[src/shared/pac_regs.svh]
// register offsets, field positions, reset values and counts of the arbiter
`ifndef PAC_REGS_SVH
`define PAC_REGS_SVH

// byte addresses of the registers on the wishbone bus
`define PAC_ADDR_CONFIG      16'hd104
`define PAC_ADDR_STATUS      16'hd108
`define PAC_ADDR_IRQ_MASK    16'hd10c
`define PAC_ADDR_FLAGS       16'hd110

// arbiter_config field positions
`define PAC_CFG_FIXED_PARK   3
`define PAC_CFG_SOFT_RESET   2
`define PAC_CFG_ENABLE       1
`define PAC_CFG_CHECK_EN     0

// arbiter_status and arbiter_irq_mask field positions
`define PAC_STAT_DETECTED    0
`define PAC_MASK_IRQ_EN      0

// reset values
`define PAC_CFG_RESET        4'h0
`define PAC_STAT_RESET       1'b0
`define PAC_MASK_RESET       1'b0
`define PAC_FLAGS_RESET      8'h00

// request port codes
`define PAC_CODE_CTRL        3'h7
`define PAC_CODE_EXT_MAX     3'h3

// logical master a sits at index 7, z at index 0
`define PAC_IDX_A            3'h7

// idle-grant cycles before a requesting master is judged broken
`define PAC_BROKEN_CYC       5'h10

`endif

[src/shared/pac_pkg.sv]
// types shared by the arbiter control files
package pac_pkg;

  // grant state of the arbitration core
  typedef enum logic [1:0] {
    st_idle,
    st_grant,
    st_own
  } pac_state_e;

  // one bit per logical master, a at bit 7 down to z at bit 0
  typedef logic [7:0] pac_vec_t;

  // index of one logical master
  typedef logic [2:0] pac_idx_t;

endpackage : pac_pkg

[src/pac_arb_core.sv]
// arbitration core: round robin grant, parking and broken master timing
`timescale 1ns/100ps
`default_nettype none
`include "pac_regs.svh"

module pac_arb_core (
  // clock and arbiter reset (chip reset or soft reset)
  input  wire logic          clk_i,
  input  wire logic          arb_rst_i,
  // logical requests and arbitration permissions
  input  wire logic [7:0]    req_i,
  input  wire logic [7:0]    allow_i,
  input  wire logic          bus_busy_i,
  // configuration
  input  wire logic          fixed_park_i,
  input  wire logic          check_en_i,
  input  wire logic [2:0]    ctrl_idx_i,
  input  wire logic          ctrl_ok_i,
  // logical grants and broken detection pulses
  output logic [7:0]         gnt_o,
  output logic [7:0]         broken_o
);

  pac_pkg::pac_state_e state_q;
  pac_pkg::pac_idx_t   cur_q;
  pac_pkg::pac_idx_t   last_q;
  logic                last_ok_q;
  logic [4:0]          cnt_q;
  logic [3:0]          pick;
  pac_pkg::pac_idx_t   park_idx;
  logic                park_ok;
  logic                timeout_hit;

  // round robin: the first requester after the last owner wins
  function automatic logic [3:0] pick_next(input logic [7:0] req,
                                           input logic [2:0] last);
    logic [3:0] res;
    logic [2:0] cand;
    integer     i;
    res = 4'h0;
    for (i = 8; i >= 1; i = i - 1) begin
      cand = 3'(last + i[2:0]);
      if (req[cand]) begin
        res = {1'b1, cand};
      end
    end
    return res;
  endfunction : pick_next

  // park target: master a when fixed, else last owner, else controller
  always_comb begin
    // a master that timed out last cycle waits out the edge its flag lands
    pick = pick_next(req_i & allow_i & ~broken_o, last_q); // see RQ10
    if (fixed_park_i) begin
      park_idx = `PAC_IDX_A; // see RQ1
    end else if (last_ok_q) begin
      park_idx = last_q; // see RQ1
    end else begin
      park_idx = ctrl_idx_i; // see RQ5
    end
    park_ok = (fixed_park_i | last_ok_q | ctrl_ok_i) & allow_i[park_idx] &
              ~broken_o[park_idx];
    timeout_hit = (state_q == pac_pkg::st_grant) & allow_i[cur_q] &
                  ~bus_busy_i & req_i[cur_q] & check_en_i &
                  (cnt_q == `PAC_BROKEN_CYC - 5'h01); // see RQ6
  end

  // grant state machine; a grant is always dropped for a cycle on handover
  always_ff @(posedge clk_i) begin
    if (arb_rst_i) begin // see RQ2
      state_q <= pac_pkg::st_idle;
      gnt_o   <= 8'h00;
      cur_q   <= 3'h0;
      cnt_q   <= 5'h00;
    end else begin
      case (state_q)
        pac_pkg::st_idle: begin
          cnt_q <= 5'h00;
          if (!bus_busy_i && pick[3]) begin
            gnt_o   <= 8'h01 << pick[2:0];
            cur_q   <= pick[2:0];
            state_q <= pac_pkg::st_grant;
          end else if (!bus_busy_i && park_ok) begin
            gnt_o   <= 8'h01 << park_idx;
            cur_q   <= park_idx;
            state_q <= pac_pkg::st_grant;
          end
        end
        pac_pkg::st_grant: begin
          if (!allow_i[cur_q] || timeout_hit) begin // see RQ10
            gnt_o   <= 8'h00;
            state_q <= pac_pkg::st_idle;
          end else if (bus_busy_i) begin
            state_q <= pac_pkg::st_own;
          end else if (!req_i[cur_q] &&
                       (pick[3] || (park_ok && park_idx != cur_q))) begin
            // an idle master yields to a requester or a new park target,
            // so a change of the fixed park bit takes effect at once
            gnt_o   <= 8'h00; // see RQ1
            state_q <= pac_pkg::st_idle;
          end else if (req_i[cur_q]) begin
            cnt_q <= 5'(cnt_q + 5'h01);
          end else begin
            cnt_q <= 5'h00;
          end
        end
        pac_pkg::st_own: begin
          if (!bus_busy_i) begin
            gnt_o   <= 8'h00;
            state_q <= pac_pkg::st_idle;
          end else if (pick[3] && pick[2:0] != cur_q) begin
            gnt_o <= 8'h00; // owner finishes, next one waits for idle
          end
        end
        default: begin
          state_q <= pac_pkg::st_idle;
        end
      endcase
    end
  end

  // last owner: the master that actually started a transaction
  always_ff @(posedge clk_i) begin
    if (arb_rst_i) begin
      last_q    <= 3'h0;
      last_ok_q <= 1'b0;
    end else if (state_q == pac_pkg::st_grant && allow_i[cur_q] &&
                 !timeout_hit && bus_busy_i) begin
      last_q    <= cur_q; // see RQ1
      last_ok_q <= 1'b1;
    end
  end

  // one pulse on the master that let an idle grant time out
  always_ff @(posedge clk_i) begin
    if (arb_rst_i) begin
      broken_o <= 8'h00;
    end else begin
      broken_o <= timeout_hit ? (8'h01 << cur_q) : 8'h00; // see RQ9
    end
  end

endmodule : pac_arb_core
`default_nettype wire

[src/pac_arbiter.sv]
// bus arbiter control and status: registers, request mapping, grants, irq
//
// How it works
// RQ1 - fixed park bit 0 parks on last owner; 1 parks on port a
// RQ2 - soft reset bit holds arbiter in reset, registers keep their values
// RQ3 - soft reset never clears itself; software writes 0 to release it
// RQ4 - external requests ignored until enable bit set; 0 disables them
// RQ5 - after reset the internal controller is the parking master
// RQ6 - no new broken flag unless check enable is 1
// RQ7 - status bit reads 1 while any broken flag is 1; write 1 clears
// RQ8 - interrupt raised on broken detection only when irq enable is 1
// RQ9 - with checking on, broken masters get their own flag set
// RQ10 - any set broken flag, even software written, excludes that master
// RQ11 - software clears all broken flags after changing the port mapping
// RQ12 - broken flags bits 7..0 belong to masters a,b,c,d,w,x,y,z
// RQ13 - all control, status and broken bits reset to 0
// RQ14 - 3-bit port code: 111 controller, 000..011 request lines 0..3
// RQ15 - irq is status and enable; reserved bits read zero
//
// Design decision made here: the Wishbone slave port.
`timescale 1ns/100ps
`default_nettype none
`include "pac_regs.svh"

module pac_arbiter (
  // clock and reset
  input  wire logic          clk_i,
  input  wire logic          rst_i,
  // classic wishbone slave
  input  wire logic          wb_cyc_i,
  input  wire logic          wb_stb_i,
  input  wire logic          wb_we_i,
  input  wire logic [15:0]   wb_adr_i,
  input  wire logic [3:0]    wb_sel_i,
  input  wire logic [31:0]   wb_dat_i,
  output logic [31:0]        wb_dat_o,
  output logic               wb_ack_o,
  // internal controller request and grant
  input  wire logic          int_req_i,
  output logic               int_gnt_o,
  // external request and grant pins, active low
  input  wire logic [3:0]    ext_req_n_i,
  output logic [3:0]         ext_gnt_n_o,
  // bus activity pins, active low
  input  wire logic          frame_n_i,
  input  wire logic          irdy_n_i,
  // request port mapping, held by the mapping register
  input  wire logic [31:0]   request_port_map_i,
  // interrupt
  output logic               irq_o
);

  // software visible state
  logic [3:0]        cfg_q;
  logic              stat_q;
  logic              mask_q;
  pac_pkg::pac_vec_t flags_q;

  // bus slave internals
  logic              ack_q;
  logic [15:0]       word_adr;
  logic              hit_cfg;
  logic              hit_stat;
  logic              hit_mask;
  logic              hit_flags;
  logic              wr_go;
  logic [31:0]       rd_data;

  // pin synchronisers
  logic [3:0]        ext_req_m_q;
  logic [3:0]        ext_req_s_q;
  logic [1:0]        bus_m_q;
  logic [1:0]        bus_s_q;
  logic              bus_busy;

  // mapping and core connections
  pac_pkg::pac_vec_t log_req;
  pac_pkg::pac_vec_t allow;
  pac_pkg::pac_vec_t log_gnt;
  pac_pkg::pac_vec_t broken;
  pac_pkg::pac_idx_t ctrl_idx;
  logic              ctrl_ok;
  logic              int_gnt_d;
  logic [3:0]        ext_gnt_d;
  logic              arb_rst;

  // port code to target: bit 4 is the controller, bits 3..0 the lines
  function automatic logic [4:0] code_sel(input logic [2:0] code);
    logic [4:0] res;
    res = 5'h00;
    if (code == `PAC_CODE_CTRL) begin
      res = 5'h10; // see RQ14
    end else if (code <= `PAC_CODE_EXT_MAX) begin
      res = {1'b0, 4'h1 << code[1:0]}; // see RQ14
    end
    return res;
  endfunction : code_sel

  // ---------------------------------------------------------------
  // wishbone slave
  // ---------------------------------------------------------------

  // decode on the word address; sub-word address bits are ignored
  always_comb begin
    word_adr  = {wb_adr_i[15:2], 2'b00};
    hit_cfg   = 1'b0;
    hit_stat  = 1'b0;
    hit_mask  = 1'b0;
    hit_flags = 1'b0;
    if (word_adr == `PAC_ADDR_CONFIG) begin
      hit_cfg = 1'b1;
    end else if (word_adr == `PAC_ADDR_STATUS) begin
      hit_stat = 1'b1;
    end else if (word_adr == `PAC_ADDR_IRQ_MASK) begin
      hit_mask = 1'b1;
    end else if (word_adr == `PAC_ADDR_FLAGS) begin
      hit_flags = 1'b1;
    end
  end

  // a write lands on the edge where the master sees ack; only the low
  // byte lane carries defined bits, so only sel[0] enables a write
  assign wr_go = wb_cyc_i & wb_stb_i & wb_we_i & ack_q & wb_sel_i[0];

  // read mux; reserved bits and unmapped words read as zero
  always_comb begin
    rd_data = 32'h0000_0000;
    if (hit_cfg) begin
      rd_data[3:0] = cfg_q; // see RQ15
    end else if (hit_stat) begin
      rd_data[`PAC_STAT_DETECTED] = stat_q;
    end else if (hit_mask) begin
      rd_data[`PAC_MASK_IRQ_EN] = mask_q;
    end else if (hit_flags) begin
      rd_data[7:0] = flags_q; // see RQ12
    end
  end

  // ack one cycle after the strobe, dropped the cycle after that
  always_ff @(posedge clk_i) begin
    if (rst_i) begin
      wb_ack_o <= 1'b0;
      ack_q    <= 1'b0;
    end else begin
      wb_ack_o <= wb_cyc_i & wb_stb_i & ~ack_q;
      ack_q    <= wb_cyc_i & wb_stb_i & ~ack_q;
    end
  end

  // read data is captured as ack rises and held while it stands
  always_ff @(posedge clk_i) begin
    if (rst_i) begin
      wb_dat_o <= 32'h0000_0000;
    end else if (wb_cyc_i && wb_stb_i && !ack_q) begin
      wb_dat_o <= wb_we_i ? 32'h0000_0000 : rd_data;
    end
  end

  // ---------------------------------------------------------------
  // registers
  // ---------------------------------------------------------------

  // configuration; the soft reset bit stays until software clears it
  always_ff @(posedge clk_i) begin
    if (rst_i) begin
      cfg_q <= `PAC_CFG_RESET; // see RQ13
    end else if (wr_go && hit_cfg) begin
      cfg_q <= wb_dat_i[3:0]; // see RQ3
    end
  end

  // interrupt mask
  always_ff @(posedge clk_i) begin
    if (rst_i) begin
      mask_q <= `PAC_MASK_RESET; // see RQ13
    end else if (wr_go && hit_mask) begin
      mask_q <= wb_dat_i[`PAC_MASK_IRQ_EN];
    end
  end

  // broken flags: software may write any value, a detection in the
  // same cycle still sets its bit
  always_ff @(posedge clk_i) begin
    if (rst_i) begin
      flags_q <= `PAC_FLAGS_RESET; // see RQ13
    end else if (wr_go && hit_flags) begin
      flags_q <= wb_dat_i[7:0] | broken; // see RQ9
    end else begin
      flags_q <= flags_q | broken; // see RQ9
    end
  end

  // summary status: write 1 clears, but any set flag sets it again,
  // so it cannot be cleared while a flag stands
  always_ff @(posedge clk_i) begin
    if (rst_i) begin
      stat_q <= `PAC_STAT_RESET; // see RQ13
    end else begin
      stat_q <= (stat_q & ~(wr_go & hit_stat &
                 wb_dat_i[`PAC_STAT_DETECTED])) | (|flags_q); // see RQ7
    end
  end

  // level interrupt while status and enable are both set
  always_ff @(posedge clk_i) begin
    if (rst_i) begin
      irq_o <= 1'b0;
    end else begin
      irq_o <= stat_q & mask_q; // see RQ8 see RQ15
    end
  end

  // ---------------------------------------------------------------
  // pins
  // ---------------------------------------------------------------

  // two flops on every asynchronous pin before any logic looks at it
  always_ff @(posedge clk_i) begin
    if (rst_i) begin
      ext_req_m_q <= 4'hf;
      ext_req_s_q <= 4'hf;
      bus_m_q     <= 2'h3;
      bus_s_q     <= 2'h3;
    end else begin
      ext_req_m_q <= ext_req_n_i;
      ext_req_s_q <= ext_req_m_q;
      bus_m_q     <= {frame_n_i, irdy_n_i};
      bus_s_q     <= bus_m_q;
    end
  end

  // bus counts as busy while either frame or irdy is low
  assign bus_busy = ~(&bus_s_q);

  // ---------------------------------------------------------------
  // mapping of logical masters to physical requesters
  // ---------------------------------------------------------------

  // logical requests; external lines stay blind until enabled, the
  // controller is always heard
  always_comb begin
    logic [4:0] sel;
    integer     k;
    sel      = 5'h00;
    log_req  = 8'h00;
    ctrl_idx = 3'h0;
    ctrl_ok  = 1'b0;
    for (k = 0; k < 8; k = k + 1) begin
      sel = code_sel(request_port_map_i[k*4 +: 3]);
      if (sel[4]) begin
        log_req[k] = int_req_i;
        ctrl_idx   = k[2:0]; // see RQ5
        ctrl_ok    = 1'b1;
      end else begin
        log_req[k] = cfg_q[`PAC_CFG_ENABLE] &
                     (|(sel[3:0] & ~ext_req_s_q)); // see RQ4
      end
    end
  end

  // a flagged master takes no part in arbitration, checking on or off
  assign allow = ~flags_q; // see RQ10 see RQ11

  // arbiter reset is the chip reset or the soft reset bit
  assign arb_rst = rst_i | cfg_q[`PAC_CFG_SOFT_RESET]; // see RQ2

  // arbitration core
  pac_arb_core u_core (
    .clk_i        (clk_i),
    .arb_rst_i    (arb_rst),
    .req_i        (log_req),
    .allow_i      (allow),
    .bus_busy_i   (bus_busy),
    .fixed_park_i (cfg_q[`PAC_CFG_FIXED_PARK]),
    .check_en_i   (cfg_q[`PAC_CFG_CHECK_EN]),
    .ctrl_idx_i   (ctrl_idx),
    .ctrl_ok_i    (ctrl_ok),
    .gnt_o        (log_gnt),
    .broken_o     (broken)
  );

  // logical grants back onto physical grant signals; reserved codes
  // reach nobody, so a master on one is never granted
  always_comb begin
    logic [4:0] sel;
    integer     k;
    sel       = 5'h00;
    int_gnt_d = 1'b0;
    ext_gnt_d = 4'h0;
    for (k = 0; k < 8; k = k + 1) begin
      sel = code_sel(request_port_map_i[k*4 +: 3]);
      if (log_gnt[k]) begin
        int_gnt_d = int_gnt_d | sel[4]; // see RQ14
        ext_gnt_d = ext_gnt_d | sel[3:0];
      end
    end
  end

  // registered grant outputs, all released during any reset
  always_ff @(posedge clk_i) begin
    if (arb_rst) begin
      int_gnt_o   <= 1'b0;
      ext_gnt_n_o <= 4'hf;
    end else begin
      int_gnt_o   <= int_gnt_d;
      ext_gnt_n_o <= ~ext_gnt_d;
    end
  end

endmodule : pac_arbiter
`default_nettype wire

[config.mk]
export PLATFORM = sky130hd
export DESIGN_NAME = pac_arbiter
export DESIGN_NICKNAME = d
export VERILOG_FILES = /design/src/shared/pac_pkg.sv /design/src/pac_arb_core.sv /design/src/pac_arbiter.sv
export VERILOG_INCLUDE_DIRS = /design/src /design/src/shared
export SDC_FILE = /design/constraint.sdc
export NUM_CORES = 1
export LEC_CHECK = 0
export BUFFER_PORTS_ARGS = -buffer_cell sky130_fd_sc_hd__buf_4
export CORE_UTILIZATION = 50
export CTS_BUF_LIST = sky130_fd_sc_hd__clkbuf_16
export DETAILED_ROUTE_END_ITERATION = 16
export GPL_TIMING_DRIVEN = 0
export PLACE_DENSITY = 0.81
export SKIP_LAST_GASP = 1
export SLEW_MARGIN = 0
export SYNTH_ARGS = -nofsm -noshare
export SYNTH_HDL_FRONTEND = slang
export SYNTH_SLANG_ARGS = --single-unit
[constraint.sdc]
create_clock -name clk_i -period 4.35 [get_ports clk_i]
set_clock_uncertainty 0.15 [all_clocks]
set_input_delay 0.87 -clock clk_i [delete_from_list [all_inputs] [get_ports clk_i]]
set_output_delay 0.87 -clock clk_i [all_outputs]
set_load 0.005 [all_outputs]
==> impl_metrics.toml, run 1 <==
[synth]
mappedNetlistArea_um2 = 5757
synth_top_area_cell = "dfxtp_1"
synth-warning-count = 0
number_of_enable_flip_flop_cells_after_synthesis = 0
gate_count_post_synth = 706
synth.distinct_cells = 89
yosys_register_bits = 71
synthesis.area_per_instance_um2 = 8.154
ys_async_sr_fraction = 0
netlist_top_cells_area = "dfxtp_1 (25%), mux2i_1 (6.3%), nor2_1 (4.3%)"
synth_top_cell_area_share = 0.2469
most_instantiated_flip_flop_cell_in_the_synthesis_netlist = "dfxtp_1"
synth-seq-area-share = 0.2469

[sta]
timing.fmax_mhz = 233.2
min_period_ps = 4288
max_slew.worst_pin.slew_ps = 884.3
final_min_period_over_clock_period = 0.9857
finalHoldViolations = 0
setup-violations-final = 0
timing.slew.headroom = 0.4021
finalMaxSlewViolations = 0

[cells_and_area]
final_layout_size_suffix_gt1_frac = 0.2555
synthToLayoutAreaGrowth_pct = 23.36
finalInstanceArea_um2 = 7102
finalNetCount = 921
n_fill_cell = 956
antenna_cells = 0
final_core_utilization = 0.6438
final_cell_count_no_fill = 962

[worst_setup_path]
cp_data_required_time_ps = 4430
arrival_ps = 4370
end_point_of_the_critical_path = "u_core.gnt_o[0]"
setup.reg_to_reg.worst_slack_ps = 60
worst-path-max-fanout = 10
crit_path_end_kind = "flip-flop"
launching_point_of_the_worst_reg2reg_path = "u_core.last_q[1]"
crit_path_start = "u_core.last_q[1]"
worstSetupPathType = "reg2reg"
r2r.worst_path.cells = 15
critical_path.reg2reg.endpoint = "u_core.gnt_o[0]"
startpoint_type = "flip-flop"

[floorplan]
placementRows = 38
start_util = 0.5219
die_area_um2 = 11950
design.portCount = 135
core_area_um2 = 11030
die-height_um = 109.3
die_x_um = 109.3

[placed_design]
placedCellCount = 935
buffer_ports.inserted = 66
placed_area_um2 = 6514
final_replace_weighted_congestion = 0.9371
dpl.hpwl_um = 14640

[cts]
clk_transition_reported_paths_ps = 60
cts_root_buf = "clkbuf_16"
insertion_delay_ps = 340
tritoncts_clock_tree = "yes"
cts_htree_levels = 3
cts.sink_count = 71
cts.path.max_buffers = 2
cts_inserted_buffers = 9

[grt]
pin_count_of_the_biggest_net_entering_global_routing = 14
grt.overflow.total = 0
grt_pass1_wl_um = 31200
total_routing_usage_gr = 0.3408
vias_in_the_first_global_route = 5985
grt_antenna_before_repair = 0

[job]
max-cap-violations = 0

[routing]
detail_route.first_pass.iterations = 5
via_density_per_instance = 6.707
antenna_violating_nets_post_route = 0
via_count = 6452
wl_per_cell_um = 20.69
route.detailed.drc = 0
routed_wl_um = 19900
drt_iter0_markers = 725

[power_and_ir_drop]
ir_drop_uv = 220.1
areal_power_density_over_the_cells_nw_per_um2 = 298.4
power_leakage_nw = 2.874

[min_path]
hold_path_class = "reg2reg"
hold_start = "bus_m_q[0]"

[status]
status = "finished, final reports clean"
==> final cells by class <==
cell class	count	area (µm²)	area share
sequential	71	1421	0.2001
multi-input combinational	576	4155	0.5851
buffer	57	340.3	0.04792
inverter	23	93.84	0.01321
tap	140	175.2	0.02467
clock inverter	7	97.59	0.01374
timing repair buffer	79	593.1	0.08351
clock buffer	9	225.2	0.03171
==> critical path: stages (launching register included) <==
cell	delay, ps
dfxtp_1	390
buf_6	150
clkinvlp_4	120
buf_4	210
ha_4	310
inv_1	70
clkbuf_4	210
mux2i_1	160
a2111o_1	580
nand2b_1	200
a222oi_1	460
o22ai_2	180
nor4_2	270
o211ai_2	150
nand3b_4	260
a32o_2	300
==> flip-flops by register name, summed over array words and instances (netlist names), 2 cells and up <==
name,flops
ext_req_m_q,4
bus_m_q,2
cfg_q,4
ext_gnt_n_o,4
wb_dat_o,8
u_core.state_q,2
u_core.cnt_q,5
flags_q,8
bus_s_q,2
u_core.gnt_o,8
ext_req_s_q,4
u_core.broken_o,8
u_core.cur_q,3
u_core.last_q,3
==> cells in the mapped netlist (9+ instances only) <==
| master | n |
|---|---|
| mux2i_1 | 36 |
| and3_1 | 12 |
| o22ai_1 | 9 |
| dfxtp_1 | 71 |
| nor4b_1 | 11 |
| buf_4 | 25 |
| inv_1 | 21 |
| nand3_1 | 30 |
| a22oi_1 | 10 |
| a211oi_1 | 10 |
| clkbuf_1 | 27 |
| o21ai_0 | 12 |
| nor4_1 | 10 |
| nor3_1 | 20 |
| nor2b_1 | 9 |
| or2_2 | 20 |
| nand2b_1 | 10 |
| nand2_1 | 48 |
| o211ai_1 | 15 |
| and2_1 | 9 |
| a21oi_1 | 33 |
| nor2_1 | 66 |
| mux4_2 | 9 |
==> worst min path at each step <==
| stage | end | cells after the start |
|---|---|---|
| floorplan | bus_s_q[0] | 1 |
| global placement | ext_req_s_q[2] | 1 |
| detailed placement | bus_s_q[0] | 1 |
| CTS | bus_s_q[0] | 1 |
| global route | bus_s_q[0] | 1 |
| finish | bus_s_q[0] | 1 |
==> report_power, final <==
group / internal (W) / leakage, nW / switching, W
sequential: 0.000679 / 0.576 / 0.0000293
combinational: 0.000256 / 2.14 / 0.000360
clock: 0.000503 / 0.157 / 0.000292
==> through the flow <==
| step | total power [W] | hold slack (ps) | worst slack (ps) | TNS, ps |
|---|---|---|---|---|
| final | 0.002119 | 257.3 | 62.21 | 0 |
| after global routing | 0.002200 | 264.4 | -39.37 | -185.8 |
| after CTS | 0.002072 | 258.0 | 5.442 | 0 |
| after detailed placement | 0.001266 | 244.1 | -977.1 | -11700 |
| after global placement | 0.001250 | 241.5 | -958.4 | -11950 |
| after floorplan | 0.001099 | 239.5 | 109.3 | 0 |
==> timing repair <==
| item | CTS | global route |
|---|---|---|
| hold buffers | 0 | 0 |
| pin swaps | 4 | 7 |
| setup buffers | 2 | 11 |
| resized for setup | 17 | 23 |
| endpoints found under the setup margin | 18 | 11 |
==> placed cells by master, fill, tap and decap left out, types with 5 or more instances in the layout <==
master / count
buf_4: 106
dfxtp_1: 71
nor2_1: 66
nand2_1: 48
mux2i_1: 35
nand3_1: 30
a21oi_1: 30
conb_1: 24
clkbuf_1: 21
nor3_1: 20
or2_2: 20
inv_1: 20
o211ai_1: 15
and3_1: 12
o21ai_0: 11
nor4b_1: 11
nand2b_1: 10
nor4_1: 9
and2_1: 9
mux4_2: 9
a22oi_1: 9
clkbuf_16: 9
nor2b_1: 8
mux2_2: 8
a32o_1: 8
o31ai_1: 7
o22ai_1: 7
a211oi_1: 7
nor3b_1: 7
nand4_1: 7
a31oi_1: 7
nand3b_1: 7
ha_1: 7
or3_1: 6
o21a_1: 6
buf_2: 5
a32oi_1: 5
o221a_2: 5
or3b_1: 5
==> layer usage <==
layer | share of wire | GRT usage | up-vias | wire length [µm]
li1 | - | - | 2886 | -
met1 | 0.39 | 0.4299 | 2999 | 7776
met2 | 0.45 | 0.5575 | 479 | 9027
met3 | 0.10 | 0.05691 | 88 | 2043
met4 | 0.053 | 0.1790 | 0 | 1056
met5 | 0 | 0 | - | 0
==> logic make-up after synthesis <==
family / after synthesis / share of synthesized area
compound gates: 180 / 0.2404
fa+ha+maj: 8 / 0.01739
mux: 54 / 0.1154
buf+inv: 82 / 0.07216
xor+xnor: 6 / 0.009128
other cells: 1 / 0.0006514
flops: 71 / 0.2469
simple gates: 304 / 0.2980
(Power assumes the default switching activity.)
==> run 2: changes to the inputs <==
Settings changed: CORE_MARGIN set to 2, CORE_UTILIZATION 50 to 25, PLACE_DENSITY 0.81 to 0.48.
==> run 2 against run 1 <==
  * Count of clock-buffer cells in the layout did not move
  * Combinational power rose by 1%
  * Non-clock buffer count rose by 5
  * Setup slack improved by 37 ps
  * Via count fell by 7.5%
  * Global-route usage fell by 17 points
  * Clock power barely moved
  * Wire length rose by 1.8%
  * Largest power group unchanged
==> impl_metrics.toml, run 2 (synthesized netlist as in run 1, its figures left out) <==
[grt]
vias_in_the_first_global_route = 5630
grt_pass1_wl_um = 31900
grt.overflow.total = 0
grt_antenna_before_repair = 0
total_routing_usage_gr = 0.1662
pin_count_of_the_biggest_net_entering_global_routing = 14

[routing]
via_density_per_instance = 5.369
route.detailed.drc = 0
via_count = 5970
wl_per_cell_um = 18.22
drt_iter0_markers = 499
detail_route.first_pass.iterations = 5
routed_wl_um = 20260
antenna_violating_nets_post_route = 0

[min_path]
worstHoldPathCells = 1
hold_start = "bus_m_q[0]"
hold_path_end = "bus_s_q[0]"
hold_path_class = "reg2reg"

[worst_setup_path]
worst-path-max-fanout = 8
worstSetupPathType = "in2reg"
cp_slowest_cell = "or4_1"
setup.reg_to_reg.worst_slack_ps = 140
cp_data_required_time_ps = 4420
crit_path_end_kind = "flip-flop"
worst_path_max_stage_delay_ps = 580
arrival_ps = 4320
critical_path.reg2reg.endpoint = "u_core.gnt_o[3]"
startpoint_type = "primary input"
launching_point_of_the_worst_reg2reg_path = "u_core.last_q[1]"
r2r.worst_path.cells = 16
timing.critical_path.cells = "buf_4, mux4_2, or4_1, o31a_1, a32oi_2, nand2b_1, a222oi_1, o22ai_4, nor4_2, o211ai_2, nand3b_4, a32o_1"

[job]
max-cap-violations = 0

[placed_design]
buffer_ports.inserted = 66
final_replace_weighted_congestion = 0.8840
dpl.hpwl_um = 15700
placed_area_um2 = 6695

[cts]
cts_root_buf = "clkbuf_16"
insertion_delay_ps = 330
cts_inserted_buffers = 9
cts.sink_count = 71
clk_transition_reported_paths_ps = 60
cts.path.max_buffers = 2
tritoncts_clock_tree = "yes"
cts_htree_levels = 3
cts.hold.buffers_added = 0

[cells_and_area]
synthToLayoutAreaGrowth_pct = 27.56
finalNetCount = 926
final_layout_size_suffix_gt1_frac = 0.2636
finalInstanceArea_um2 = 7343
final_core_utilization = 0.3243
antenna_cells = 0
layout_common_cells = "buf_4 (111), dfxtp_1 (70), nor2_1 (66)"
layout_commonest_cell = "buf_4"

[floorplan]
die_area_um2 = 24260
core_area_um2 = 22640
die-height_um = 155.7
placementRows = 55
start_util = 0.2543
design.portCount = 135
die_x_um = 155.7

[sta]
finalMaxSlewViolations = 0
timing.fmax_mhz = 235.3
finalHoldViolations = 0
final_min_period_over_clock_period = 0.9771
max_slew.worst_pin.slew_ps = 1077
timing.slew.headroom = 0.2719
setup-violations-final = 0
min_period_ps = 4250
timing.setup.tns_ps = 0
rsz0062_at_grt = "true"

[power_and_ir_drop]
ir_drop_uv = 195.8
power_leakage_nw = 2.896
areal_power_density_over_the_cells_nw_per_um2 = 289.4

[status]
status = "finished, final reports clean"
[run 2: power breakdown]
part           internal, W  leakage [nW]  switching [W]
Combinational     0.000265          2.17       0.000356
Clock             0.000503         0.153       0.000291
Sequential        0.000679         0.577      0.0000308
[run 2: per-stage QoR]
step | std cells | worst slack (ps) | hold WS [ps] | total power, W
5_1_grt | 1112 | 1.872 | 269.6 | 0.002232
2_1_floorplan | 729 | 109.3 | 239.5 | 0.001099
4_1_cts | 1099 | 19.69 | 259.1 | 0.002099
3_5_place_dp | 1080 | -1189 | 245.2 | 0.001279
3_3_place_gp | 1080 | -1347 | 241.0 | 0.001280
6_report | 1112 | 99.60 | 255.6 | 0.002125
[run 2: cell type report]
cell class,count,area (µm²)
buffer,56,350.3
clock buffer,9,225.2
clock inverter,7,96.34
fill,2432,15300
inverter,23,93.84
multi-input combinational,576,4160
sequential,71,1423
tap,285,356.6
timing repair buffer,85,638.1
[run 2: what timing repair did]
item,in CTS,in global routing
hold endpoints to repair,0,0
setup buffers,4,15
setup endpoints to repair,18,10
pin swaps,4,11
gates resized for setup,22,23
[run 2: worst max-delay path by stage]
stage | from | end | slack [ps] | cells past startpoint
finish | request_port_map_i[24] | u_core.gnt_o[3] | 100 | 12
global route | request_port_map_i[24] | u_core.gnt_o[7] | 2 | 12
CTS | u_core.last_q[1] | u_core.gnt_o[3] | 20 | 15
detailed placement | u_core.last_q[1] | u_core.gnt_o[3] | -1190 | 15
global placement | u_core.last_q[1] | u_core.gnt_o[3] | -1350 | 15
floorplan | u_core.last_q[1] | u_core.gnt_o[7] | 110 | 14
[run 2: worst max-delay path: cells and delay by family]
family                 cells  cell delay (ps)
AO/OA/AOI/OAI              6             1530
buffers and inverters      1              120
multiplexers               1              540
AND/OR/NAND/NOR            4             1250
[run 2: layer usage]
layer | vias up | wire length [µm] | track usage | share of wire
met5 | - | 0 | 0 | 0
met4 | 0 | 518 | 0.05068 | 0.026
met3 | 48 | 1234 | 0.02528 | 0.061
met2 | 257 | 9058 | 0.2642 | 0.45
met1 | 2792 | 9451 | 0.2317 | 0.47
li1 | 2873 | - | - | -
==> run 3: changes to the inputs <==
Settings changed: CORE_MARGIN 2 to 5, RECOVER_POWER set to 50.
==> run 3 against run 2 <==
  * Sequential share of layout area is 0.25 points higher
  * Sequential power about the same
  * Via count decreased by 0.42%
  * Global-route usage shrank 1.5 points
  * Non-clock buffer count fell by 4
  * Register-to-register slack is essentially flat
  * Flip-flop and latch count did not move
  * Power decreased by 5.0%
  * Die area grew 7.9%
  * Maximum frequency rose by 0.88%
  * Setup slack better by 37 ps
  * Clock power decreased by 12%
  * Critical path type is now reg2reg
==> impl_metrics.toml, run 3 (synthesized netlist as in run 1, its figures left out) <==
[cells_and_area]
final_core_utilization = 0.3202
antenna_cells = 0
synthToLayoutAreaGrowth_pct = 25.93
final_layout_size_suffix_gt1_frac = 0.2552
finalNetCount = 922
layout_common_cells = "buf_4 (91), dfxtp_1 (70), nor2_1 (66)"
layout_commonest_cell = "buf_4"

[worst_setup_path]
critical_path.top_delay_family = "compound AO/OA/AOI/OAI gates"
r2r.worst_path.cells = 16
critical_path.reg2reg.endpoint = "u_core.gnt_o[2]"
worstSetupPathType = "reg2reg"
timing.critical_path.cells = "buf_8, clkinvlp_4, buf_6, ha_4, inv_1, buf_4, mux2i_1, a2111o_1, buf_4, a2111oi_2, a31oi_1, or3_4, nor3_2, o31a_1, nor2_1, a32o_1"
crit_cells = 16
launching_point_of_the_worst_reg2reg_path = "u_core.last_q[1]"
critical_path.n_buffers_inverters = 6
setup.reg_to_reg.worst_slack_ps = 140
crit_path_end_kind = "flip-flop"
critical-path-top-cell-by-count = "buf_4"
cp_data_required_time_ps = 4430
cp_slowest_cell = "a2111o_1"
worst-path-max-fanout = 10
worst_path_max_stage_delay_ps = 480
arrival_ps = 4290
startpoint_type = "flip-flop"

[routing]
wl_met1_um = 9681
route.detailed.drc = 0
wl_per_cell_um = 18.60
uppermost_layer_routed = "met4"
via_density_per_instance = 5.366
detail_route.first_pass.iterations = 5
via_count = 5945
met3WireLength_um = 1164
routed_wl_um = 20610
drt_iter0_markers = 473
antenna_violating_nets_post_route = 0
met2_wirelength_um = 9496

[floorplan]
placementRows = 55
start_util = 0.2543
core_area_um2 = 22640
design.portCount = 135
die_area_um2 = 26160
die-height_um = 161.7
die_x_um = 161.7

[grt]
vias_in_the_first_global_route = 5588
grt_antenna_before_repair = 0
pin_count_of_the_biggest_net_entering_global_routing = 15
grt.overflow.total = 0
grt_pass1_wl_um = 32060
total_routing_usage_gr = 0.1515

[min_path]
hold_start = "ext_req_m_q[0]"
worstHoldPathCells = 1
hold_path_end = "ext_req_s_q[0]"
hold_path_class = "reg2reg"

[sta]
max_slew.worst_pin.slew_ps = 1109
timing.slew.headroom = 0.2502
layout_setup_ws_ps = 136.5
final_min_period_over_clock_period = 0.9686
finalHoldViolations = 0
min_period_ps = 4213
timing.fmax_mhz = 237.3
setup-violations-final = 0
finalMaxSlewViolations = 0

[job]
max-cap-violations = 0

[power_and_ir_drop]
areal_power_density_over_the_cells_nw_per_um2 = 278.4
power_leakage_nw = 2.844
ir_drop_uv = 147.9

[cts]
cts_root_buf = "clkbuf_16"
cts_inserted_buffers = 9
cts.path.max_buffers = 2
tritoncts_clock_tree = "yes"
insertion_delay_ps = 340
clk_transition_reported_paths_ps = 70
cts.sink_count = 71
cts_htree_levels = 3

[placed_design]
final_replace_weighted_congestion = 0.8802
dpl.hpwl_um = 16010
place_ws_ps = -1156
buffer_ports.inserted = 66

[status]
status = "finished, final reports clean"
-- run 3: cell types whose count changed in the layout (fill, tap and decap cells not counted), moves of 2 or more --
cell / change
clkinv_4: +2
bufinv_16: -2
clkbuf_4: +15
buf_4: -20
clkbuf_1: +2
-- run 3: power by group --
group / internal (W) / switching [W] / total (W)
Combinational: 0.000258 / 0.000354 / 0.000612
Sequential: 0.000679 / 0.0000304 / 0.000709
Clock: 0.000391 / 0.000306 / 0.000697
-- run 3: stage by stage --
step | hold slack [ps] | cells | cell area (µm²) | TNS [ps] | total power, W
after global routing | 279.4 | 1108 | 7249 | -117.9 | 0.002119
after detailed placement | 246.9 | 1080 | 6695 | -14870 | 0.001281
final | 258.5 | 1108 | 7249 | 0 | 0.002018
after global placement | 242.0 | 1080 | 6695 | -16170 | 0.001281
after floorplan | 239.5 | 729 | 5843 | 0 | 0.001099
after CTS | 262.5 | 1101 | 7099 | 0 | 0.002004
-- run 3: routing by layer --
| metal | global-route usage | vias up |
|---|---|---|
| met2 | 0.2434 | 233 |
| met5 | 0 | - |
| met1 | 0.2171 | 2824 |
| met4 | 0.03768 | 0 |
| met3 | 0.01751 | 25 |
| li1 | - | 2863 |
-- run 3: worst max path at each step --
stage / start / end
floorplan: u_core.last_q[1] / u_core.gnt_o[7]
CTS: u_core.last_q[1] / u_core.gnt_o[2]
global route: request_port_map_i[24] / u_core.gnt_o[7]
global placement: u_core.last_q[1] / u_core.gnt_o[3]
detailed placement: u_core.last_q[1] / u_core.gnt_o[1]
finish: u_core.last_q[1] / u_core.gnt_o[2]
-- run 3: layout make-up --
cell class / count / area (µm²)
plain buffers: 56 / 344.1
clock buffers: 9 / 225.2
clock inverters: 7 / 55.05
fillers: 2415 / 15390
inverters: 23 / 93.84
multi-input cells: 576 / 4151
flip-flops and latches: 71 / 1423
well taps: 285 / 356.6
repair buffers: 81 / 600.6
-- run 3: timing repair --
item                                    CTS  global route
resized for setup                        18            24
hold buffers                              0             0
endpoints found under the setup margin   18            12
setup buffers                             6             9
pin swaps                                 6             7
endpoints found under the hold margin     0             0
